===== src/hdl/tmrps_map.vh =====
// Purpose: constants for the timer prescale, postscale and output block
// Assumes: APB word access, register index times four gives the byte address
// Notes:   bit positions are within the low byte of each register word
//
// Notes on behaviour
// Input prescaler offers sixteen ratios, 1:1 to 1:32768, from a 4-bit field.
// Prescaler count is hidden; cleared on low count write, control write, reset.
// Postscaler divides match or rollover events by 1:1 to 1:16.
// Postscaler count is hidden; cleared on low count write, control write, reset.
// Output toggles on 8-bit match, or on 16-bit rollover in wide mode.
// With postscale above 1:1, output toggles once per selected event count.
// Toggle output is offered to pin routing and other peripherals.
// Output level readable at control zero bit 5, read-only, resets 0.
// Interrupt flag sets on each toggle; with enable set, raises a request.
// Postscale value N sets the flag every N+1 events; 1:1 sets every event.
// Synchronous input mode stops counting during sleep.
// Asynchronous mode keeps counting in sleep; enabled interrupt wakes device.
// Control zero bit 7 enables the timer, resets to 0.
// Control zero bit 4 selects 16-bit counting, resets to 0.
// Control zero bits 3:0 select postscale; value plus one is the divisor.
// Control one bits 7:5 select one of eight clock sources.
// Control one bit 4 set passes input unsynced; clear syncs to instruction clock.
// Control one bits 3:0 hold prescale select; all control bits reset to 0.
// Prescale value N divides by two to the power N.
// Clearing enable freezes prescaler, postscaler and output, no new flags.
`ifndef TMRPS_MAP_VH
`define TMRPS_MAP_VH

`define TMRPS_IDX_CTL0     12'h19E
`define TMRPS_IDX_CTL1     12'h19F
`define TMRPS_ADDR_W       14
`define TMRPS_ADDR_CTL0    14'h0678
`define TMRPS_ADDR_CTL1    14'h067C
`define TMRPS_CTL0_RST     8'h00
`define TMRPS_CTL1_RST     8'h00
`define TMRPS_C0_EN        7
`define TMRPS_C0_OUT       5
`define TMRPS_C0_WIDE      4
`define TMRPS_C1_UNSYNCED_INPUT_SELECT     4
`define TMRPS_PRE_W        15
`define TMRPS_INSTR_DIV    2'h3
`define TMRPS_SRC_PIN      3'h0
`define TMRPS_SRC_PIN_INV  3'h1

`endif


===== src/hdl/tmrps_top.v =====
// Purpose: prescaler, postscaler, toggle output and control registers of a timer
// Assumes: all inputs synchronous to CLK; counter core outside supplies match strobes
// Notes:   APB slave answers with one wait state; unmapped addresses give PSLVERR
`timescale 1ns/1ps
`include "tmrps_map.vh"

module tmrps_top #(
	parameter PRE_W = `TMRPS_PRE_W
)(
	CLK,
	RST_N,
	PSEL,
	PENABLE,
	PWRITE,
	PADDR,
	PWDATA,
	PRDATA,
	PREADY,
	PSLVERR,
	CLK_SRC,
	SLEEP,
	COUNT_LOW_WR,
	MATCH_8,
	ROLL_16,
	IRQ_ENABLE,
	IRQ_FLAG_CLR,
	COUNT_TICK,
	TIMER_EN,
	WIDE_MODE,
	TOGGLE_OUT,
	IRQ_FLAG,
	IRQ_REQ,
	WAKE
);
	input  wire                    CLK;
	input  wire                    RST_N;
	input  wire                    PSEL;
	input  wire                    PENABLE;
	input  wire                    PWRITE;
	input  wire [`TMRPS_ADDR_W-1:0] PADDR;
	input  wire [31:0]             PWDATA;
	output reg  [31:0]             PRDATA;
	output reg                     PREADY;
	output reg                     PSLVERR;
	input  wire [7:0]              CLK_SRC;
	input  wire                    SLEEP;
	input  wire                    COUNT_LOW_WR;
	input  wire                    MATCH_8;
	input  wire                    ROLL_16;
	input  wire                    IRQ_ENABLE;
	input  wire                    IRQ_FLAG_CLR;
	output reg                     COUNT_TICK;
	output reg                     TIMER_EN;
	output reg                     WIDE_MODE;
	output reg                     TOGGLE_OUT;
	output reg                     IRQ_FLAG;
	output reg                     IRQ_REQ;
	output reg                     WAKE;

	// Terminal count of the prescaler for a select value: two to the N, minus one
	function [PRE_W-1:0] pre_limit;
		input [3:0] sel;
		reg   [PRE_W:0] one_hot;
		begin
			one_hot   = {{PRE_W{1'b0}}, 1'b1} << sel;
			pre_limit = one_hot[PRE_W-1:0] - {{(PRE_W-1){1'b0}}, 1'b1};
		end
	endfunction

	function is_addr;
		input [`TMRPS_ADDR_W-1:0] a;
		input [`TMRPS_ADDR_W-1:0] b;
		begin
			is_addr = (a == b);
		end
	endfunction

	reg  [7:0]       ctl0_q;
	reg  [7:0]       ctl1_q;
	reg              out_q;
	reg  [PRE_W-1:0] pre_cnt_q;
	reg  [3:0]       post_cnt_q;
	reg  [1:0]       instr_cnt_q;
	reg              src_prev_q;
	reg              pend_q;
	reg              flag_q;

	wire             en        = ctl0_q[`TMRPS_C0_EN];
	wire             wide      = ctl0_q[`TMRPS_C0_WIDE];
	wire [3:0]       post_sel  = ctl0_q[3:0];
	wire [2:0]       src_sel   = ctl1_q[7:5];
	wire             unsynced_input_select_sel = ctl1_q[`TMRPS_C1_UNSYNCED_INPUT_SELECT];
	wire [3:0]       pre_sel   = ctl1_q[3:0];

	wire             apb_setup = PSEL & ~PENABLE;
	wire             apb_done  = PSEL & PENABLE & PREADY;
	wire             hit0      = is_addr(PADDR, `TMRPS_ADDR_CTL0);
	wire             hit1      = is_addr(PADDR, `TMRPS_ADDR_CTL1);
	wire             wr0       = apb_done & PWRITE & hit0;
	wire             wr1       = apb_done & PWRITE & hit1;
	wire             scale_clr = wr0 | wr1 | COUNT_LOW_WR;

	// Source pin true or inverted; index 1 of CLK_SRC is unused, the pin is inverted here
	reg              src_lvl;
	always @*
	begin
		src_lvl = 1'b0;
		case (src_sel)
		3'h0:
		begin
			src_lvl = CLK_SRC[`TMRPS_SRC_PIN];
		end
		3'h1:
		begin
			src_lvl = ~CLK_SRC[`TMRPS_SRC_PIN];
		end
		3'h2:
		begin
			src_lvl = CLK_SRC[2];
		end
		3'h3:
		begin
			src_lvl = CLK_SRC[3];
		end
		3'h4:
		begin
			src_lvl = CLK_SRC[4];
		end
		3'h5:
		begin
			src_lvl = CLK_SRC[5];
		end
		3'h6:
		begin
			src_lvl = CLK_SRC[6];
		end
		3'h7:
		begin
			src_lvl = CLK_SRC[7];
		end
		default:
		begin
			src_lvl = 1'b0;
		end
		endcase
	end

	wire             src_rise  = src_lvl & ~src_prev_q;
	wire             instr_pls = (instr_cnt_q == `TMRPS_INSTR_DIV) & ~SLEEP;

	// Synchronous mode only counts on instruction-clock beats, which stop in sleep
	reg              in_evt;
	always @*
	begin
		in_evt = 1'b0;
		if (en)
		begin
			if (unsynced_input_select_sel)
			begin
				in_evt = src_rise;
			end
			else
			begin
				in_evt = (pend_q | src_rise) & instr_pls;
			end
		end
	end

	wire             pre_wrap  = (pre_cnt_q == pre_limit(pre_sel));
	wire             tick      = in_evt & pre_wrap;
	wire             core_evt  = en & (wide ? ROLL_16 : MATCH_8);
	wire             post_wrap = (post_cnt_q == post_sel);
	wire             toggle    = core_evt & post_wrap & ~scale_clr;

	// Instruction clock: one beat every four system clocks
	always @(posedge CLK)
	begin
		if (!RST_N)
		begin
			instr_cnt_q <= 2'h0;
		end
		else
		begin
			instr_cnt_q <= instr_cnt_q + 2'h1;
		end
	end

	// Edge capture; a pending edge waits for the next instruction beat
	always @(posedge CLK)
	begin
		if (!RST_N)
		begin
			src_prev_q <= 1'b0;
			pend_q     <= 1'b0;
		end
		else
		begin
			src_prev_q <= src_lvl;
			if (!en || unsynced_input_select_sel || scale_clr)
			begin
				pend_q <= 1'b0;
			end
			// Edges seen while asleep are lost, not replayed on wake
			else if (SLEEP)
			begin
				pend_q <= 1'b0;
			end
			else if (instr_pls)
			begin
				pend_q <= 1'b0;
			end
			else if (src_rise)
			begin
				pend_q <= 1'b1;
			end
		end
	end

	always @(posedge CLK)
	begin
		if (!RST_N)
		begin
			pre_cnt_q <= {PRE_W{1'b0}};
		end
		else if (scale_clr)
		begin
			pre_cnt_q <= {PRE_W{1'b0}};
		end
		else if (in_evt)
		begin
			if (pre_wrap)
			begin
				pre_cnt_q <= {PRE_W{1'b0}};
			end
			else
			begin
				pre_cnt_q <= pre_cnt_q + {{(PRE_W-1){1'b0}}, 1'b1};
			end
		end
	end

	always @(posedge CLK)
	begin
		if (!RST_N)
		begin
			post_cnt_q <= 4'h0;
		end
		else if (scale_clr)
		begin
			post_cnt_q <= 4'h0;
		end
		else if (core_evt)
		begin
			if (post_wrap)
			begin
				post_cnt_q <= 4'h0;
			end
			else
			begin
				post_cnt_q <= post_cnt_q + 4'h1;
			end
		end
	end

	always @(posedge CLK)
	begin
		if (!RST_N)
		begin
			out_q <= 1'b0;
		end
		else if (toggle)
		begin
			out_q <= ~out_q;
		end
	end

	// Set wins over a clear arriving in the same cycle
	always @(posedge CLK)
	begin
		if (!RST_N)
		begin
			flag_q <= 1'b0;
		end
		else if (toggle)
		begin
			flag_q <= 1'b1;
		end
		else if (IRQ_FLAG_CLR)
		begin
			flag_q <= 1'b0;
		end
	end

	// Control registers; the output bit and bit 6 are not stored
	always @(posedge CLK)
	begin
		if (!RST_N)
		begin
			ctl0_q <= `TMRPS_CTL0_RST;
			ctl1_q <= `TMRPS_CTL1_RST;
		end
		else
		begin
			if (wr0)
			begin
				ctl0_q <= {PWDATA[7], 2'b00, PWDATA[4:0]};
			end
			if (wr1)
			begin
				ctl1_q <= PWDATA[7:0];
			end
		end
	end

	// APB: one wait state, so read data and writes settle on one edge
	always @(posedge CLK)
	begin
		if (!RST_N)
		begin
			PREADY  <= 1'b0;
			PSLVERR <= 1'b0;
			PRDATA  <= 32'h00000000;
		end
		else if (apb_done || apb_setup || !PSEL)
		begin
			PREADY  <= 1'b0;
			PSLVERR <= 1'b0;
			PRDATA  <= 32'h00000000;
		end
		else
		begin
			PREADY  <= 1'b1;
			PSLVERR <= ~(hit0 | hit1);
			if (!PWRITE && hit0)
			begin
				PRDATA <= {24'h000000, en, 1'b0, out_q, ctl0_q[4:0]};
			end
			else if (!PWRITE && hit1)
			begin
				PRDATA <= {24'h000000, ctl1_q};
			end
			else
			begin
				PRDATA <= 32'h00000000;
			end
		end
	end

	// Output stage: all ports from flops
	always @(posedge CLK)
	begin
		if (!RST_N)
		begin
			COUNT_TICK <= 1'b0;
			TIMER_EN   <= 1'b0;
			WIDE_MODE  <= 1'b0;
			TOGGLE_OUT <= 1'b0;
			IRQ_FLAG   <= 1'b0;
			IRQ_REQ    <= 1'b0;
			WAKE       <= 1'b0;
		end
		else
		begin
			COUNT_TICK <= tick & ~scale_clr;
			TIMER_EN   <= en;
			WIDE_MODE  <= wide;
			TOGGLE_OUT <= out_q;
			IRQ_FLAG   <= flag_q;
			IRQ_REQ    <= flag_q & IRQ_ENABLE;
			WAKE       <= flag_q & IRQ_ENABLE & SLEEP & unsynced_input_select_sel;
		end
	end

endmodule // tmrps_top


===== config.mk =====
export PLATFORM = sky130hd
export DESIGN_NAME = tmrps_top
export DESIGN_NICKNAME = d
export VERILOG_FILES = /design/src/hdl/tmrps_top.v
export VERILOG_INCLUDE_DIRS = /design/src /design/src/hdl
export SDC_FILE = /design/constraint.sdc
export NUM_CORES = 1
export LEC_CHECK = 0
export BUFFER_PORTS_ARGS = -buffer_cell sky130_fd_sc_hd__buf_2
export CAP_MARGIN = 20
export CORE_MARGIN = 2
export CORE_UTILIZATION = 50
export DETAILED_ROUTE_END_ITERATION = 8
export PLACE_DENSITY_LB_ADDON = 0.12
export SYNTH_ARGS = -nofsm -noshare
export SYNTH_HDL_FRONTEND = slang
export SYNTH_SLANG_ARGS = --single-unit

===== constraint.sdc =====
create_clock -name CLK -period 3.1 [get_ports CLK]
set_input_delay 0.155 -clock CLK [delete_from_list [all_inputs] [get_ports CLK]]
set_output_delay 0.155 -clock CLK [all_outputs]
set_load 0.01 [all_outputs]

==> run_results.csv <==
group,metric,value,unit
floorplan,core_area,5990,sq um
critical_path,r2r-end,"pre_cnt_q[3]",
synthesis,synth_flop_cell,"dfxtp_1",
global_routing,gr-total-overflow,0,
min_path,min_to,"ctl1_q[5]",
synthesis,yosysTopAreaCellShare,35.8,%
critical_path,criticalPathCategory,"reg -> reg",
floorplan,die_area,6920,sq um
floorplan,fp-row-count,28,
finish,drive_above_1_share,20.4,%
synthesis,synth_area,3140,sq um
critical_path,worst-path-buf-inv,0,
drt,drt-initial-drc-count,161,
pwr,clockPowerShare,34.7,%
synthesis,ys_seq_area_share,35.8,%
critical_path,reg2reg_depth,8,
critical_path,worstPathCellList,"or4_4, ha_1, or4b_1, o22ai_1, o21ai_0, a22oi_1, a31oi_4, and2_1",
finish,fin_util,58.1,%
place,dp_cells,478,
critical_path,reg2reg_slack,220,ps
critical_path,start_kind,"flop",
global_routing,grt_max_degree,27,
timing,worst_pin_slew,636,ps
global_routing,grt_antenna_before_repair,0,
synthesis,yosysWarnings,0,
timing,fin_skew,6.62,ps
cts,hold_buffers,0,
cts,cts_root_buffer,"clkbuf_8",
synthesis,async_flop_share,0,%
pwr,p_leak,1.47,nW
cts,cts.clk_slew.worst_paths,100,ps
drt,vias,2641,
place,port_buffers,56,
drt,viasPerCell,5.43,
synthesis,synth_cells,361,
pwr,pwr-share-comb,6.0,%
pwr,power_density,351,nW/um^2
finish,syn_to_final_growth,11.1,%
global_routing,grt_pass1_vias,2161,
min_path,hold_path_class,"in -> reg",
drt,drc,0,
synthesis,yosys-top-cells-area,"dfxtp_1 36%, buf_4 6.0%, xor2_1 5.3%, mux2i_1 5.1%, and2_1 4.6%",
synthesis,ys_types,57,
critical_path,reg2reg_from,"ctl1_q[1]",
critical_path,crit_family,"simple AND/OR/NAND/NOR gates",
critical_path,crit_fanout,15,
cts,htree_num_levels,2,
finish,nNetsFinal,479,
synthesis,yosysTopAreaCell,"dfxtp_1",
drt,first_pass_iters,4,
drt,wl_per_cell,13.2,microns
critical_path,cpPeakStageDelay,560,ps
min_path,worstHoldStart,"PWDATA[5]",
pwr,swShare,23.4,%
cts,max-clock-path-buffers,2,
floorplan,start_util,52.3,%
synthesis,synth_edf_count,0,
cts,cts-buffers-inserted,5,
cts,cts_repair_resize_count,0,
pwr,ir_worst_vdd,0.270,mV
place,dp_hpwl,4770,microns
timing,tns,0,ps
finish,most-common-layout-cells,"56 x dfxtp_1, 56 x buf_2, 30 x nand2_1, 24 x conb_1, 23 x and2_1",
cts,clk_latency,310,ps
critical_path,arrival,3090,ps
pwr,p_int,0.000936,W
cts,cts_num_sinks,56,
place,place_congestion,0.784,
synthesis,syn_avg_cell_area,8.69,sq um
place,dpl_cell_area,3370,sq um
drt,ant_nets,0,
pwr,seq_power_share,59.3,%
timing,setup_viol,0,
run_status,status,"finished clean",
timing,fin_crit_sh,93.0,%
flow_run,cap_violations,0,
global_routing,grt_pass1_wl,10300,microns
global_routing,track_usage,17.9,%
timing,min_period,2880,ps
drt,drt_wl_total,6440,microns
timing,max_freq,347,MHz
timing,drv_slew,0,
floorplan,chipHeight,83.2,microns
critical_path,critPathSlowestCell,"or4_4",
finish,diodes,0,
pwr,p_sw,0.000286,W
floorplan,die_w,83.2,microns
finish,fin_area,3480,sq um
cts,postCtsSetupRepairBufs,0,
finish,final_cell_count_no_fill,486,
min_path,holdPathStages,3,
critical_path,cp.required,3310,ps
cts,tritoncts,"yes",
timing,rsz0062_at_grt,"no",
timing,hold_viol,0,
critical_path,worstSetupEndpointType,"flop",
floorplan,ios,106,
timing,slew_headroom,57.4,%
synthesis,ys_ff_latch,56,
## stage by stage
stage | hold slack, ps | power [W] | worst slack [ps]
floorplan | 308 | 0.000805 | 357
global placement | 411 | 0.000813 | 150
detailed placement | 411 | 0.000813 | 147
CTS | 88.9 | 0.00124 | 93.4
global route | 96.5 | 0.00127 | 16.7
finish | 99.1 | 0.00122 | 217
## synthesized netlist by cell type, drive strengths merged, types with 3 or more instances
master and n:
a21oi 14, clkbuf 12, nand3 15, nor2b 11, mux2i 16, or3 5
a21boi 11, dfxtp 56, inv 7, nor2 21, and3 7, o21a 3
ha 4, and2 24, nor4 5, a31oi 3, nor4bb 3, xnor2 8
nand2 30, nand4 9, xor2 19, nor3 8, a211oi 6, buf 33
o21ai 4
## per-layer routing
layer / routed length (microns) / up-vias / track usage (%)
li1: - / 1304 / -
met1: 3110 / 1242 / 26.2
met2: 2830 / 90 / 27.1
met3: 437 / 5 / 3.18
met4: 55 / 0 / 4.92
met5: 0 / - / 0
## cells by family after synthesis
logic type | count (synthesis) | synth area share (%)
muxes | 17 | 5.47
and+or+nand+nor | 150 | 27.2
xor gates and xnor gates | 27 | 7.54
other | 1 | 0.120
AOI/OAI and AO/OA | 54 | 12.4
buffers and inverters | 52 | 9.94
DFF | 56 | 35.8
adders and majority gates | 4 | 1.60
## area by class of cell
class / instances / area [sq um]
Sequential cell: 56 / 1120
Multi-Input combinational cell: 276 / 1800
Timing Repair Buffer: 64 / 340
Tap cell: 75 / 93.8
Clock buffer: 6 / 82.6
Fill cell: 543 / 2510
Inverter: 7 / 26.3
Clock inverter: 2 / 15.0
## power by group through the flow
stage,clock [W],combinational [W],sequential [W]
floorplan,0,0.0000636,0.000741
global placement,0,0.0000716,0.000741
detailed placement,0,0.0000722,0.000741
CTS,0.000439,0.0000727,0.000724
global route,0.000465,0.0000811,0.000725
finish,0.000424,0.0000736,0.000724
## worst register-to-register path, cell delays in order, from the launching register on
cell and delay, ps:
dfxtp_1 370, or4_4 560, ha_1 340, or4b_1 500, o22ai_1 180, o21ai_0 100
a22oi_1 280, a31oi_4 240, and2_1 200
## worst max-delay path by stage
| stage | slack, ps | cells past startpoint | endpoint | start |
|---|---|---|---|---|
| final | 220 | 8 | pre_cnt_q[3] | ctl1_q[1] |
| after global routing | 20 | 8 | pre_cnt_q[7] | ctl1_q[1] |
| after CTS | 90 | 10 | pre_cnt_q[1] | ctl1_q[1] |
| after floorplan | 360 | 11 | pre_cnt_q[11] | ctl1_q[2] |
| after detailed placement | 150 | 10 | pre_cnt_q[1] | ctl1_q[1] |
| after global placement | 150 | 10 | pre_cnt_q[1] | ctl1_q[1] |
## registers in the layout, summed over array words and instances (netlist names), 2 cells and up
| register | cells |
|---|---|
| ctl0_q | 6 |
| pre_cnt_q | 15 |
| instr_cnt_q | 2 |
| ctl1_q | 8 |
| PRDATA | 8 |
| post_cnt_q | 4 |
Power figures use the tool's default switching activity.
